## config.mk

```make
export PLATFORM = sky130hd
export DESIGN_NAME = pbss_sequencer
export DESIGN_NICKNAME = d
export VERILOG_FILES = /design/src/pkg/pbss_pkg.sv /design/src/hw/pbss_switch_timer.sv /design/src/hw/pbss_sequencer.sv
export VERILOG_INCLUDE_DIRS = /design/src /design/src/pkg
export SDC_FILE = /design/constraint.sdc
export NUM_CORES = 1
export LEC_CHECK = 0
export ABC_AREA = 1
export BUFFER_PORTS_ARGS = -buffer_cell sky130_fd_sc_hd__buf_4
export CAP_MARGIN = 15
export CORE_MARGIN = 5
export CORE_UTILIZATION = 60
export DETAILED_ROUTE_END_ITERATION = 8
export GPL_TIMING_DRIVEN = 0
export PLACE_DENSITY = 0.85
export SYNTH_ARGS = -nofsm -noshare
export SYNTH_HDL_FRONTEND = slang
export SYNTH_SLANG_ARGS = --single-unit
```

## constraint.sdc

```tcl
create_clock -name clk -period 2.6 [get_ports clk]
set_input_delay 0.26 -clock clk [delete_from_list [all_inputs] [get_ports clk]]
set_output_delay 0.26 -clock clk [all_outputs]
set_load 0.005 [all_outputs]
```

## src/pkg/pbss_consts.svh

```systemverilog
// Functional notes
// RL1: Short press in soft-off powers on.
// RL2: Short press while working enters sleep.
// RL3: Long press while working forces soft-off.
// RL4: Short press while sleeping wakes system.
// RL5: Long press while sleeping goes soft-off.
// RL6: S1 holds processor in stop-grant.
// RL7: S3 keeps memory context, processor unpowered.
// RL8: S4 context on disk, only wake logic.
// RL9: Leaving S5 performs full cold boot.
// RL10: Wake logic powered in all sleep states.
// RL11: Mechanical-off blocks all transitions.
// RL12: Keyboard/mouse wakes only from S1, S3.
// RL13: USB wakes only from S1, S3.
// RL14: Express wake from S1, S3, S4, S5.
// RL15: Restore last on/off after mains return.
// RL16: Synchronise, debounce, time press against four seconds.
// RL17: Long press acts while still held.
`ifndef PBSS_CONSTS_SVH
`define PBSS_CONSTS_SVH
`define PBSS_CLK_PERIOD_NS   10
`define PBSS_LONG_PRESS_MS   4000
// Cycles per millisecond are worked out first, so the product stays inside 32-bit arithmetic.
`define PBSS_LONG_PRESS_CYC  (`PBSS_LONG_PRESS_MS * (1000000 / `PBSS_CLK_PERIOD_NS))
`define PBSS_DEBOUNCE_US     10000
`define PBSS_DEBOUNCE_CYC    ((`PBSS_DEBOUNCE_US * 1000) / `PBSS_CLK_PERIOD_NS)
`define PBSS_CNT_W           32
`endif

```

## src/pkg/pbss_pkg.sv

```systemverilog
package pbss_pkg;
    typedef enum logic [5:0] {
        PBSS_G3 = 6'b00_0001,
        PBSS_S0 = 6'b00_0010,
        PBSS_S1 = 6'b00_0100,
        PBSS_S3 = 6'b00_1000,
        PBSS_S4 = 6'b01_0000,
        PBSS_S5 = 6'b10_0000
    } pbss_state_e;

    typedef struct packed {
        logic kbd_mouse;
        logic usb;
        logic pcie_wake;
    } pbss_wake_s;

    typedef struct packed {
        logic cpu_power;
        logic cpu_stop_grant;
        logic mem_retain;
        logic main_power;
        logic wake_logic_power;
        logic cold_boot;
    } pbss_power_s;
endpackage : pbss_pkg

```

## src/hw/pbss_switch_timer.sv

```systemverilog
`timescale 1ns/1ns
`include "pbss_consts.svh"
module pbss_switch_timer
(
    input  wire logic clk,
    input  wire logic srst,
    input  wire logic switch_pressed_raw,
    input  wire logic [31:0] long_cycles,
    input  wire logic [31:0] debounce_cycles,
    output logic      short_release,
    output logic      long_hit
);
    import pbss_pkg::*;

    // ----------------------------------------
    // Synchroniser, debounce and press timer
    // ----------------------------------------
    logic        sync1;
    logic        sync2;
    logic        stable;
    logic [31:0] deb_cnt;
    logic [31:0] press_cnt;
    logic        long_done;
    logic        next_stable;
    logic [31:0] next_deb_cnt;
    logic [31:0] next_press_cnt;
    logic        next_long_done;

    always_comb
    begin
        next_stable    = stable;
        next_deb_cnt   = 32'h0000_0000;
        next_press_cnt = press_cnt;
        next_long_done = long_done;
        short_release  = 1'b0;
        long_hit       = 1'b0;
        if (sync2 != stable)
        begin
            next_deb_cnt = deb_cnt + 32'h0000_0001; // RL16
            if (deb_cnt + 32'h0000_0001 >= debounce_cycles)
            begin
                next_stable  = sync2;
                next_deb_cnt = 32'h0000_0000;
            end
        end
        if (stable)
        begin
            // Saturates so a very long hold never wraps into a fake short press.
            if (press_cnt != 32'hFFFF_FFFF)
            begin
                next_press_cnt = press_cnt + 32'h0000_0001; // RL16
            end
            if (!long_done && press_cnt + 32'h0000_0001 >= long_cycles)
            begin
                long_hit       = 1'b1; // RL17
                next_long_done = 1'b1;
            end
        end
        if (stable && !next_stable)
        begin
            short_release  = !long_done && !long_hit;
            next_press_cnt = 32'h0000_0000;
            next_long_done = 1'b0;
        end
    end

    always_ff @(posedge clk)
    begin
        if (srst)
        begin
            sync1     <= 1'b0;
            sync2     <= 1'b0;
            stable    <= 1'b0;
            deb_cnt   <= 32'h0000_0000;
            press_cnt <= 32'h0000_0000;
            long_done <= 1'b0;
        end
        else
        begin
            sync1     <= switch_pressed_raw;
            sync2     <= sync1;
            stable    <= next_stable;
            deb_cnt   <= next_deb_cnt;
            press_cnt <= next_press_cnt;
            long_done <= next_long_done;
        end
    end
endmodule : pbss_switch_timer

```

## src/hw/pbss_sequencer.sv

```systemverilog
`timescale 1ns/1ns
`include "pbss_consts.svh"
module pbss_sequencer
#(
    parameter logic [31:0] LONG_PRESS_CYC = 32'(`PBSS_LONG_PRESS_CYC),
    parameter logic [31:0] DEBOUNCE_CYC   = 32'(`PBSS_DEBOUNCE_CYC)
)
(
    input  wire logic               clk,
    input  wire logic               srst,
    input  wire logic               mains_ok,
    input  wire logic               standby_batt_ok,
    input  wire logic               switch_pressed,
    input  wire pbss_pkg::pbss_wake_s wake_req,
    input  wire logic               sw_sleep_req,
    input  wire logic [1:0]         sw_sleep_kind,
    input  wire logic               sw_off_req,
    input  wire logic               restore_last_on,
    input  wire logic [1:0]         sleep_kind_cfg,
    output pbss_pkg::pbss_state_e   state,
    output pbss_pkg::pbss_power_s   power
);
    import pbss_pkg::*;

    // ----------------------------------------
    // Press events
    // ----------------------------------------
    logic short_release;
    logic long_hit;

    pbss_switch_timer u_timer
    (
        .clk                (clk),
        .srst               (srst),
        .switch_pressed_raw (switch_pressed),
        .long_cycles        (LONG_PRESS_CYC),
        .debounce_cycles    (DEBOUNCE_CYC),
        .short_release      (short_release),
        .long_hit           (long_hit)
    );

    // ----------------------------------------
    // State machine
    // ----------------------------------------
    pbss_state_e next_state;
    pbss_state_e sleep_target;
    pbss_state_e sw_target;
    logic        last_on;
    logic        next_last_on;
    logic        cold;
    logic        next_cold;
    logic        any_wake;

    always_comb
    begin
        unique case (sleep_kind_cfg)
            2'h0:    sleep_target = PBSS_S1;
            2'h1:    sleep_target = PBSS_S3;
            default: sleep_target = PBSS_S4;
        endcase
        unique case (sw_sleep_kind)
            2'h0:    sw_target = PBSS_S1;
            2'h1:    sw_target = PBSS_S3;
            default: sw_target = PBSS_S4;
        endcase
        any_wake     = wake_req.pcie_wake; // RL14
        if (state == PBSS_S1 || state == PBSS_S3)
        begin
            any_wake = any_wake | wake_req.kbd_mouse | wake_req.usb; // RL12 RL13
        end
        next_state   = state;
        next_last_on = last_on;
        next_cold    = 1'b0;
        if (!mains_ok && !standby_batt_ok)
        begin
            next_state = PBSS_G3; // RL11
        end
        else
        begin
            unique case (state)
                PBSS_G3:
                begin
                    // Mains back: restore what was on before, if enabled.
                    if (mains_ok)
                    begin
                        next_state = (restore_last_on && last_on) ? PBSS_S0 : PBSS_S5; // RL15
                        next_cold  = restore_last_on && last_on;
                    end
                end
                PBSS_S0:
                begin
                    if (long_hit || sw_off_req)
                    begin
                        next_state = PBSS_S5; // RL3
                    end
                    else if (short_release)
                    begin
                        next_state = sleep_target; // RL2
                    end
                    else if (sw_sleep_req)
                    begin
                        next_state = sw_target;
                    end
                end
                PBSS_S5:
                begin
                    if (short_release || wake_req.pcie_wake)
                    begin
                        next_state = PBSS_S0; // RL1
                        next_cold  = 1'b1; // RL9
                    end
                end
                default:
                begin
                    if (long_hit)
                    begin
                        next_state = PBSS_S5; // RL5
                    end
                    else if (short_release || any_wake)
                    begin
                        next_state = PBSS_S0; // RL4
                        next_cold  = (state == PBSS_S4);
                    end
                end
            endcase
            if (mains_ok && state != PBSS_G3)
            begin
                next_last_on = (next_state == PBSS_S0);
            end
        end
    end

    always_ff @(posedge clk)
    begin
        if (srst)
        begin
            state   <= PBSS_G3;
            last_on <= 1'b0;
            cold    <= 1'b0;
        end
        else
        begin
            state   <= next_state;
            last_on <= next_last_on;
            cold    <= next_cold;
        end
    end

    // ----------------------------------------
    // Power rails per state
    // ----------------------------------------
    // Outputs come straight from the state register and one pulse flop, except wake_logic_power, which also follows standby_batt_ok unregistered.
    always_comb
    begin
        power.cpu_power        = (state == PBSS_S0) || (state == PBSS_S1); // RL7 RL8
        power.cpu_stop_grant   = (state == PBSS_S1); // RL6
        power.mem_retain       = (state != PBSS_G3) && (state != PBSS_S4)
                                 && (state != PBSS_S5); // RL7
        power.main_power       = (state == PBSS_S0) || (state == PBSS_S1);
        power.wake_logic_power = (state != PBSS_G3) || standby_batt_ok; // RL10 RL11
        power.cold_boot        = cold; // RL9
    end

    a_long_press_off: assert property (@(posedge clk) disable iff (srst) // RL3
        (state == PBSS_S0 && long_hit && (mains_ok || standby_batt_ok)) |=> state == PBSS_S5)
        else $error("long press in working did not reach soft-off");
    a_short_to_sleep: assert property (@(posedge clk) disable iff (srst) // RL2
        (state == PBSS_S0 && short_release && !long_hit && !sw_off_req && mains_ok)
        |=> state inside {PBSS_S1, PBSS_S3, PBSS_S4})
        else $error("short press in working did not sleep");
    a_soft_off_on: assert property (@(posedge clk) disable iff (srst) // RL1
        (state == PBSS_S5 && short_release && (mains_ok || standby_batt_ok))
        |=> state == PBSS_S0 && power.cold_boot)
        else $error("short press in soft-off did not cold boot");
    a_sleep_wake: assert property (@(posedge clk) disable iff (srst) // RL4
        (state inside {PBSS_S1, PBSS_S3} && short_release && !long_hit && mains_ok)
        |=> state == PBSS_S0)
        else $error("short press in sleep did not wake");
    a_sleep_long_off: assert property (@(posedge clk) disable iff (srst) // RL5
        (state inside {PBSS_S1, PBSS_S3, PBSS_S4} && long_hit && mains_ok) |=> state == PBSS_S5)
        else $error("long press in sleep did not reach soft-off");
    a_stop_grant: assert property (@(posedge clk) disable iff (srst) // RL6
        power.cpu_stop_grant == (state == PBSS_S1) && !(state == PBSS_S3 && power.cpu_power))
        else $error("stop-grant or processor power wrong");
    a_usb_deep_hold: assert property (@(posedge clk) disable iff (srst) // RL13
        (state == PBSS_S4 && !short_release && !long_hit && !wake_req.pcie_wake
         && (mains_ok || standby_batt_ok)) |=> state == PBSS_S4)
        else $error("deep sleep left without valid wake");
    a_g3_frozen: assert property (@(posedge clk) disable iff (srst) // RL11
        (!mains_ok && !standby_batt_ok) |=> state == PBSS_G3)
        else $error("transition while mechanically off");
    a_wake_powered: assert property (@(posedge clk) disable iff (srst) // RL10
        state inside {PBSS_S1, PBSS_S3, PBSS_S4, PBSS_S5} |-> power.wake_logic_power)
        else $error("wake logic unpowered in sleep");
endmodule : pbss_sequencer

```

==> results.toml, run 1 <==
[run_status]
status = "finished with violations"
violations = "setup timing"

[clocking]
path_clk_slew_ns = 0.08
clkSinkCount = 76
cts-hold-fix-buffers = 0
clk_path_buf_depth = 2
htreeDepth = 3
cts-root-buf = "clkbuf_8"
clk_latency_ns = 0.37
cts_tree = "yes"
cts_buffers = 9

[synthesis]
synth_area_leaders = "dfxtp_1 30%, nand2_1 20%, nor2_1 12%"
synth_area_per_cell_sq_um = 5.93
netlist_instances = 852
synth.yosys.seq_area_share_pct = 30.1
synth_area_leader_cell = "dfxtp_1"
ys_warn_count = 0
syn_area_sq_mm = 0.00505
synth_cell_types = 40
synth_top_area_share_pct = 30.1
synth_seq_cells = 76

[power_and_ir_drop]
power.density_mw_per_mm2 = 393
peakVddDrop_v = 0.000322
p_leak_uw = 0.00266
total_power_uw = 2590

[placement]
port_buffers = 26
place_hpwl_um = 9550
globalplace.congestion = 0.983

[detailed_routing]
ant_nets = 0
wl_met2_um = 7720
routedWlPerCell_um = 15.1
vias_per_cell = 5.73
drt_pass1_iterations = 6
wl_um = 15700
highest_layer = "met4"
met1_length_um = 5990
drcViolationCount = 0
drt_iter0_markers = 448
vias = 5944
dr_wl_met3_um = 1190

[sta]
worst_pin_slew_ns = 0.756
rsz0062_at_grt = "yes"
setup_slack_ns = -0.246
maxSlewViolCount = 0
fin_tns_setup_ns = -0.762
fin_crit_sh_pct = 109
period_needed_ns = 2.85
fmax_mhz = 351
clock_skew_ns = 0.0105
finalSetupViolCount = 19
finalHoldViolCount = 0
relSlewSlack_pct = 49.1

[critical_path]
reg2reg_depth = 22
r2r_end = "state[5]$_SDFF_PP0_"
required_ns = 2.89
crit_fanout = 6
worstReg2RegStart = "u_timer.press_cnt[6]$_SDFFE_PP0P_"
endpoint_kind = "register"
worst_ep_arrival_time_ns = 3.14
r2r_setup_slack_ns = -0.25
critical_path.startpoint_type = "register"
criticalPathCategory = "reg2reg"

[hold_path]
holdPathStages = 3
hold_path.startpoint = "switch_pressed"
hold_end = "u_timer.sync1$_SDFF_PP0_"
hold_path_class = "in2reg"

[cells_and_area]
n_antenna_cell = 0
drive_gt1_share_pct = 28.9
final_util_pct = 80.4
fillCellCount = 507
area_growth_syn_to_layout_pct = 30.8
layout.nets = 946

[floorplan]
fp.dieH_um = 102
start_util_pct = 61.5
die_w_um = 102
pin_count = 27
rows = 33
dieArea_sq_mm = 0.0104
coreArea_sq_mm = 0.00822

[global_routing]
grt_max_degree = 15
grt.total_usage_pct = 26.6
grt_pass1_vias = 5245
antenna_found_initial = 0
grt_pass1_wl_um = 22300
grt_overflow = 0

[job]
maxCapViolations = 0
-- cell type report --
cell class                 count  area, sq um  share of cell area [%]
tap                          105          131                    1.99
timing repair buffer          54          482                    7.29
inverter                     107          410                    6.21
clock inverter                 7          125                    1.89
buffer                        13          108                    1.63
multi-input combinational    667         3650                    55.2
clock buffer                   9          124                    1.88
sequential                    76         1580                    23.9
-- worst max-delay path, cell delays in order (launching register included) --
cell and delay [ns]:
dfxtp_2 0.37, nand2_1 0.12, nor2_1 0.19, nand2_1 0.14, nor2_4 0.19, buf_4 0.14, nand2_1 0.05, nand2_1 0.06
nand2_1 0.08, nor2_2 0.14, nand3_1 0.10, nor2_1 0.13, nand2_1 0.07, nand2_1 0.08, nand2_2 0.07, buf_6 0.13
buf_2 0.14, nand2_1 0.08, nand2_2 0.06, buf_4 0.13, buf_6 0.10, buf_6 0.10, a31oi_1 0.11
-- registers in the layout, indices dropped and copies added (netlist names) --
signal / cells
last_on: 1
u_timer.deb_cnt: 32
u_timer.sync2: 1
u_timer.press_cnt: 32
u_timer.stable: 1
u_timer.long_done: 1
state: 6
cold: 1
u_timer.sync1: 1
-- routing by layer --
layer | track usage, % | vias to the layer above
li1 | - | 2802
met1 | 31.2 | 2708
met2 | 45.9 | 345
met3 | 5.72 | 89
met4 | 12.8 | 0
met5 | 0 | -
-- repair_timing --
| item | 4_1_cts | 5_1_grt |
|---|---|---|
| cloned | 1 | 4 |
| resized for setup | 54 | 165 |
| setup endpoints to repair | 60 | 63 |
| pin swaps | 11 | 35 |
| buffers inserted | 11 | 13 |
-- how the worst max path moves through the flow --
| stage | from | endpoint | slack [ns] | cells past startpoint |
|---|---|---|---|---|
| after detailed placement | u_timer.press_cnt[0]$_SDFFE_PP0P_ | last_on$_SDFFE_PP0P_ | -0.32 | 22 |
| after global placement | u_timer.deb_cnt[0]$_SDFF_PP0_ | u_timer.press_cnt[23]$_SDFFE_PP0P_ | -0.25 | 16 |
| after CTS | u_timer.deb_cnt[1]$_SDFF_PP0_ | last_on$_SDFFE_PP0P_ | -0.05 | 19 |
| after global routing | u_timer.press_cnt[6]$_SDFFE_PP0P_ | state[5]$_SDFF_PP0_ | -0.38 | 22 |
| after floorplan | u_timer.deb_cnt[0]$_SDFF_PP0_ | last_on$_SDFFE_PP0P_ | 0.19 | 19 |
| final | u_timer.press_cnt[6]$_SDFFE_PP0P_ | state[5]$_SDFF_PP0_ | -0.25 | 22 |
-- cell usage after synthesis, drive strengths merged --
library cell and instances:
xor2 10, a22oi 1, buf 7, o21ai 13
nand3 49, dfxtp 76, nor2 185, or2 4
nor4 2, conb 1, ha 3, a211oi 1
nor3 8, nor3b 3, clkbuf 7, nand4 21
nand2 284, and2 1, a31oi 1, o21bai 1
xnor2 7, o211ai 2, inv 107, a21oi 41
nand3b 16, o31ai 1
-- power by group --
part / internal, uW / switching [uW]
combinational: 114 / 149
sequential: 1180 / 21.2
clock: 644 / 489
-- through the flow --
stage / instance area, sq um / worst slack (ns) / cells / hold WS [ns]
after floorplan: 5090 / 0.186 / 863 / 0.322
after global placement: 5420 / -0.251 / 994 / 0.399
after detailed placement: 5420 / -0.324 / 994 / 0.416
after CTS: 5920 / -0.0517 / 1021 / 0.0925
after global routing: 6610 / -0.376 / 1038 / 0.128
final: 6610 / -0.246 / 1038 / 0.102
-- cells in the final DEF (no fill, tap or decap), types with 3 or more instances in the layout --
cell	instances
dfxtp_1	42
inv_1	98
nor3b_2	3
clkbuf_8	9
nor2_2	28
o21ai_1	4
nand2_4	3
conb_1	12
a21oi_2	15
clkbuf_16	3
or2_2	3
nand2_1	250
dfxtp_2	29
buf_4	45
bufinv_16	3
clkbuf_1	4
nand3_1	36
nor3_1	6
inv_2	6
a21oi_1	25
o21ai_0	9
clkinv_4	4
nor2_4	39
buf_6	9
nand2_2	31
nor2_1	117
xor2_1	8
nand3_2	11
dfxtp_4	5
buf_8	3
nand3b_1	16
xnor2_1	6
nand4_1	20
-- logic make-up after synthesis --
| logic type | count (synthesis) | share of synthesized area, % |
|---|---|---|
| adder cells (fa/ha/maj) | 3 | 0.743 |
| XOR/XNOR | 17 | 3.10 |
| AO/OA/AOI/OAI | 61 | 6.59 |
| other | 1 | 0.0742 |
| flip-flops | 76 | 30.1 |
| AND/OR/NAND/NOR | 573 | 49.9 |
| buffers and inverters | 121 | 9.51 |
(Power assumes the default switching activity.)
==> run 2: changes to the inputs <==
--- a/config.mk
+++ b/config.mk
@@ -9,11 +9,10 @@
 export ABC_AREA = 1
 export BUFFER_PORTS_ARGS = -buffer_cell sky130_fd_sc_hd__buf_4
 export CAP_MARGIN = 15
-export CORE_MARGIN = 5
-export CORE_UTILIZATION = 60
+export CORE_UTILIZATION = 35
 export DETAILED_ROUTE_END_ITERATION = 8
 export GPL_TIMING_DRIVEN = 0
-export PLACE_DENSITY = 0.85
+export PLACE_DENSITY = 0.58
 export SYNTH_ARGS = -nofsm -noshare
 export SYNTH_HDL_FRONTEND = slang
 export SYNTH_SLANG_ARGS = --single-unit
==> run 2 against run 1 <==
Hold slack gained 0.042 ns. Count of clock-buffer cells in the layout rose by 3. Non-clock buffer count rose by 8. First-iteration DRC count down 56%. The flow still finishes with violations (setup timing). Setup slack better by 0.18 ns. Flip-flop and latch count unchanged.
==> results.toml, run 2 (synthesized netlist as in run 1, its figures left out) <==
[detailed_routing]
wl_um = 13700
routedWlPerCell_um = 12.3
drt_iter0_markers = 199
drt_pass1_iterations = 5
ant_nets = 0
drcViolationCount = 0
vias = 5224
vias_per_cell = 4.66

[cells_and_area]
final_util_pct = 48.3
final_cell_mix = "242 x nand2_1, 131 x nor2_1, 98 x inv_1"
reg.largest.list = "u_timer.deb_cnt (32), u_timer.press_cnt (32), state (6)"
drive_gt1_share_pct = 28.6
final_common_cell = "nand2_1"
area_growth_syn_to_layout_pct = 33.7
n_antenna_cell = 0
layout.nets = 953

[placement]
place_hpwl_um = 9980
globalplace.congestion = 0.902
port_buffers = 26

[clocking]
clkSinkCount = 76
clk_path_buf_depth = 2
cts_buffers = 9
cts_tree = "yes"
cts-hold-fix-buffers = 0
clk_latency_ns = 0.34
cts-root-buf = "clkbuf_16"
path_clk_slew_ns = 0.06
htreeDepth = 3

[global_routing]
met2_usage_pct = 31.7
grt_overflow = 0
antenna_found_initial = 0
grt.met3_usage_pct = 4.49
top_usage_layer = "met2"
grt_max_degree = 13
grt_pass1_vias = 4759
use_met1_pct = 23.4
grt.total_usage_pct = 18.7
grt_pass1_wl_um = 21900

[floorplan]
coreArea_sq_mm = 0.0140
start_util_pct = 36.1
die_w_um = 122
fp.dieH_um = 122
pin_count = 27
dieArea_sq_mm = 0.0149
rows = 43

[critical_path]
critical_path.startpoint_type = "register"
cp_top_family = "simple AND/OR/NAND/NOR gates"
cp_cell_sequence = "ha_4, inv_2, nor2_4, nand2_2, nor2_4, nand2_1, nand2_1, nand2_2, nor2_4, nand2_2, a21oi_4, nand2_2, nor2_4, nand4_4, buf_4, nand4_1, nand2_1, nor2_1, nand3_1, a21oi_2"
cp_slowest_cell = "dfxtp_4"
required_ns = 2.88
cpPeakStageDelay_ns = 0.37
criticalPathCategory = "reg2reg"
worst_ep_arrival_time_ns = 2.95
r2r_end = "last_on$_SDFFE_PP0P_"
crit_fanout = 5
worstReg2RegStart = "u_timer.press_cnt[0]$_SDFFE_PP0P_"
reg2reg_depth = 20
critPathBufInv = 2
endpoint_kind = "register"
r2r_setup_slack_ns = -0.07

[run_status]
status = "finished with violations"
violations = "setup timing"

[hold_path]
hold_end = "last_on$_SDFFE_PP0P_"
holdPathStages = 2
hold_path.startpoint = "srst"
hold_path_class = "in2reg"

[sta]
finalSetupViolCount = 1
clock_skew_ns = 0.00677
finalHoldViolCount = 0
fin_crit_sh_pct = 103
relSlewSlack_pct = 51.7
setup_slack_ns = -0.0674
worst_pin_slew_ns = 0.718
fmax_mhz = 375
rsz0062_at_grt = "yes"
maxSlewViolCount = 0
fin_tns_setup_ns = -0.0674
period_needed_ns = 2.67

[power_and_ir_drop]
power.density_mw_per_mm2 = 417
p_switching_uw = 663
swShare_pct = 23.6
seqPwrFrac_pct = 42.3
p_leak_uw = 0.00279
total_power_uw = 2810
peakVddDrop_v = 0.000411
p_int_uw = 2150
combPwrFrac_pct = 9.0
pwr-share-clk_pct = 48.6

[job]
maxCapViolations = 0
## run 2: cell count changes in the layout (fill, tap and decap cells not counted), moves of 4 or more
cell / delta
nand2_2: +4
nand2_4: +4
clkbuf_16: +7
clkinv_4: -4
nor2_4: -8
buf_4: +13
nor2_1: +14
clkbuf_8: -8
nand2_1: -8
nor2_2: -6
dfxtp_4: +6
## run 2: worst max-delay path by stage
stage / cells after the start / from / slack [ns] / end
global route: 24 / u_timer.press_cnt[10]$_SDFFE_PP0P_ / -0.31 / last_on$_SDFFE_PP0P_
floorplan: 19 / u_timer.deb_cnt[0]$_SDFF_PP0_ / 0.19 / last_on$_SDFFE_PP0P_
CTS: 19 / u_timer.deb_cnt[0]$_SDFF_PP0_ / -0.08 / last_on$_SDFFE_PP0P_
finish: 20 / u_timer.press_cnt[0]$_SDFFE_PP0P_ / -0.07 / last_on$_SDFFE_PP0P_
detailed placement: 16 / u_timer.deb_cnt[0]$_SDFF_PP0_ / -0.49 / u_timer.long_done$_SDFFE_PP0P_
global placement: 16 / u_timer.deb_cnt[0]$_SDFF_PP0_ / -0.50 / u_timer.press_cnt[23]$_SDFFE_PP0P_
## run 2: layout make-up
| type | instances | area (sq um) |
|---|---|---|
| timing repair buffer | 62 | 502 |
| inverter | 107 | 402 |
| multi-input combinational | 666 | 3610 |
| buffer | 13 | 103 |
| tap | 180 | 225 |
| fill | 1418 | 7230 |
| clock buffer | 12 | 246 |
| clock inverter | 4 | 72.6 |
| sequential | 76 | 1600 |
## run 2: layer usage
layer	routed length [um]	part of all wire, %
met5	0	0
met4	219	1.6
met3	370	2.7
met2	6770	49
met1	6390	47
## run 2: power by group through the flow
stage	sequential, uW	combinational (uW)	clock (uW)
after detailed placement	1230	198	0
after global placement	1230	198	0
final	1190	254	1370
after CTS	1200	217	1410
after global routing	1190	278	1450
after floorplan	1220	126	0
## run 2: repair_timing
item,CTS,global route
gates cloned,1,1
endpoints found under the setup margin,61,63
pin swaps,18,38
gates resized for setup,63,146
setup buffers,12,22
## run 2: metrics by stage
step	instances	worst slack [ns]	hold WS (ns)	area (sq um)
6_report	1120	-0.0674	0.144	6760
5_1_grt	1120	-0.306	0.140	6760
4_1_cts	1097	-0.0784	0.133	6130
3_5_place_dp	1069	-0.491	0.394	5510
3_3_place_gp	1069	-0.496	0.391	5510
2_1_floorplan	863	0.186	0.322	5090
==> run 3: changes to the inputs <==
--- a/config.mk
+++ b/config.mk
@@ -10,6 +10,7 @@
 export BUFFER_PORTS_ARGS = -buffer_cell sky130_fd_sc_hd__buf_4
 export CAP_MARGIN = 15
 export CORE_UTILIZATION = 35
+export CTS_BUF_LIST = sky130_fd_sc_hd__clkbuf_2 sky130_fd_sc_hd__clkbuf_4 sky130_fd_sc_hd__clkbuf_8
 export DETAILED_ROUTE_END_ITERATION = 8
 export GPL_TIMING_DRIVEN = 0
 export PLACE_DENSITY = 0.58
==> run 3 against run 2 <==
The run still ends with setup timing left. Routed wire length down 0.32%. Utilization fell by 0.51 points. Sequential share of layout area up 0.14 points. First-iteration DRC count increased by 35%. Combinational power grew 6%. Non-clock buffer count up 1. Power down 11%. Maximum frequency decreased by 3.2%.
==> results.toml, run 3 (synthesized netlist as in run 1, its figures left out) <==
[power_and_ir_drop]
p_leak_uw = 0.00274
peakVddDrop_v = 0.000248
power.density_mw_per_mm2 = 375

[placement]
globalplace.congestion = 0.902
place_hpwl_um = 9980
pre_cts_slack_ns = -0.491
port_buffers = 26

[critical_path]
worstReg2RegStart = "u_timer.press_cnt[0]$_SDFFE_PP0P_"
critical_path.startpoint_type = "register"
critPathCapture = "last_on$_SDFFE_PP0P_"
crit_fanout = 5
endpoint_kind = "register"
reg2reg_depth = 22
r2r_setup_slack_ns = -0.15
worstSetupStartpoint = "u_timer.press_cnt[0]$_SDFFE_PP0P_"
r2r_end = "last_on$_SDFFE_PP0P_"
criticalPathCategory = "reg2reg"
required_ns = 2.91
worst_ep_arrival_time_ns = 3.07

[cells_and_area]
final_util_pct = 47.8
layout.nets = 954
drive_gt1_share_pct = 28.1
final_cell_mix = "250 x nand2_1, 124 x nor2_1, 100 x inv_1"
reg.largest.list = "u_timer.deb_cnt (32), u_timer.press_cnt (32), state (6)"
final_common_cell = "nand2_1"
area_growth_syn_to_layout_pct = 32.3
n_antenna_cell = 0

[detailed_routing]
wl_um = 13700
drcViolationCount = 0
vias_per_cell = 4.69
ant_nets = 0
vias = 5257
routedWlPerCell_um = 12.2
drt_pass1_iterations = 5
drt_iter0_markers = 268

[clocking]
cts-hold-fix-buffers = 0
clk_latency_ns = 0.37
cts_buffers = 9
path_clk_slew_ns = 0.08
clk_path_buf_depth = 2
cts_tree = "yes"
cts-root-buf = "clkbuf_8"
clkSinkCount = 76
htreeDepth = 3

[global_routing]
antenna_found_initial = 0
grt_overflow = 0
grt_pass1_wl_um = 21800
grt_max_degree = 13
grt_pass1_vias = 4716
grt.total_usage_pct = 18.6

[sta]
maxSlewViolCount = 0
clock_skew_ns = 0.00626
setup_slack_ns = -0.154
fmax_mhz = 363
fin_crit_sh_pct = 106
rsz0062_at_grt = "yes"
period_needed_ns = 2.75
finalSetupViolCount = 12
relSlewSlack_pct = 48.6
worst_pin_slew_ns = 0.764
finalHoldViolCount = 0

[floorplan]
fp.dieH_um = 122
die_w_um = 122
pin_count = 27
coreArea_sq_mm = 0.0140
rows = 43
dieArea_sq_mm = 0.0149
start_util_pct = 36.1

[job]
maxCapViolations = 0

[run_status]
status = "finished with violations"
violations = "setup timing"

[hold_path]
hold_path_class = "in2reg"
-- run 3: cell count changes in the layout (fill, tap and decap cells not counted), moves of 3 or more --
cell | previous run | this run
nor2_1 | 131 | 124
clkbuf_8 | 1 | 10
dfxtp_2 | 26 | 23
buf_4 | 58 | 52
nand2_1 | 242 | 250
buf_6 | 8 | 14
clkbuf_16 | 10 | 2
clkbuf_1 | 7 | 4
inv_2 | 9 | 5
nor2_2 | 22 | 28
dfxtp_1 | 39 | 43
nand2_2 | 35 | 29
-- run 3: layer usage --
metal	vias to the layer above	GRT usage (%)	wire, um
met4	0	6.94	288
li1	2814	-	-
met1	2341	23.4	6180
met5	-	0	0
met2	82	31.3	6770
met3	20	3.79	468
-- run 3: critical path, cell delays in order (launching register included) --
cell     delay (ns)
dfxtp_4        0.38
ha_4           0.16
inv_4          0.04
nor2_4         0.21
nand2_2        0.11
nor2_4         0.17
nand2_1        0.07
nand2_1        0.07
nand2_2        0.09
nor2_4         0.11
nand2_2        0.07
a21oi_4        0.13
nand2_2        0.08
nor2_4         0.14
nand4_4        0.14
buf_6          0.17
nand3_1        0.06
nand2_1        0.07
inv_2          0.06
nand3_2        0.07
nor2_2         0.10
nand3_2        0.08
a21oi_2        0.12
-- run 3: what timing repair did --
action,in CTS,in global routing
pin swaps,19,30
resized for setup,63,147
buffers inserted,11,22
endpoints found under the setup margin,61,63
gates cloned,1,3
-- run 3: where the power goes --
part / internal, uW / leakage, uW / total [uW] / switching (uW)
combinational: 123 / 0.00199 / 269 / 146
sequential: 1170 / 0.000638 / 1190 / 19.6
clock: 587 / 0.000113 / 1050 / 462
-- run 3: metrics by stage --
step | cells | setup TNS, ns | power (uW) | cell area [sq um] | hold WS (ns)
final | 1121 | -0.407 | 2510 | 6680 | 0.115
after global routing | 1121 | -4.50 | 2620 | 6680 | 0.0969
after CTS | 1096 | -0.0789 | 2500 | 6030 | 0.0953
after detailed placement | 1069 | -16.08 | 1430 | 5510 | 0.394
after global placement | 1069 | -14.76 | 1430 | 5510 | 0.391
after floorplan | 863 | 0 | 1350 | 5090 | 0.322
-- run 3: how the worst min path moves through the flow --
stage	startpoint	to	slack, ns	cells after the start
finish	srst	last_on$_SDFFE_PP0P_	0.12	2
global route	srst	last_on$_SDFFE_PP0P_	0.1	2
CTS	srst	last_on$_SDFFE_PP0P_	0.1	2
detailed placement	u_timer.sync1$_SDFF_PP0_	u_timer.sync2$_SDFF_PP0_	0.39	2
global placement	u_timer.sync1$_SDFF_PP0_	u_timer.sync2$_SDFF_PP0_	0.39	2
floorplan	srst	last_on$_SDFFE_PP0P_	0.32	1
-- run 3: area by class of cell --
cell class                 instances  area (sq um)
clock buffer                      12           153
multi-input combinational        666          3580
buffer                            13           104
clock inverter                     4          72.6
tap                              180           225
inverter                         107           409
sequential                        76          1590
timing repair buffer              63           549
fill                            1441          7300
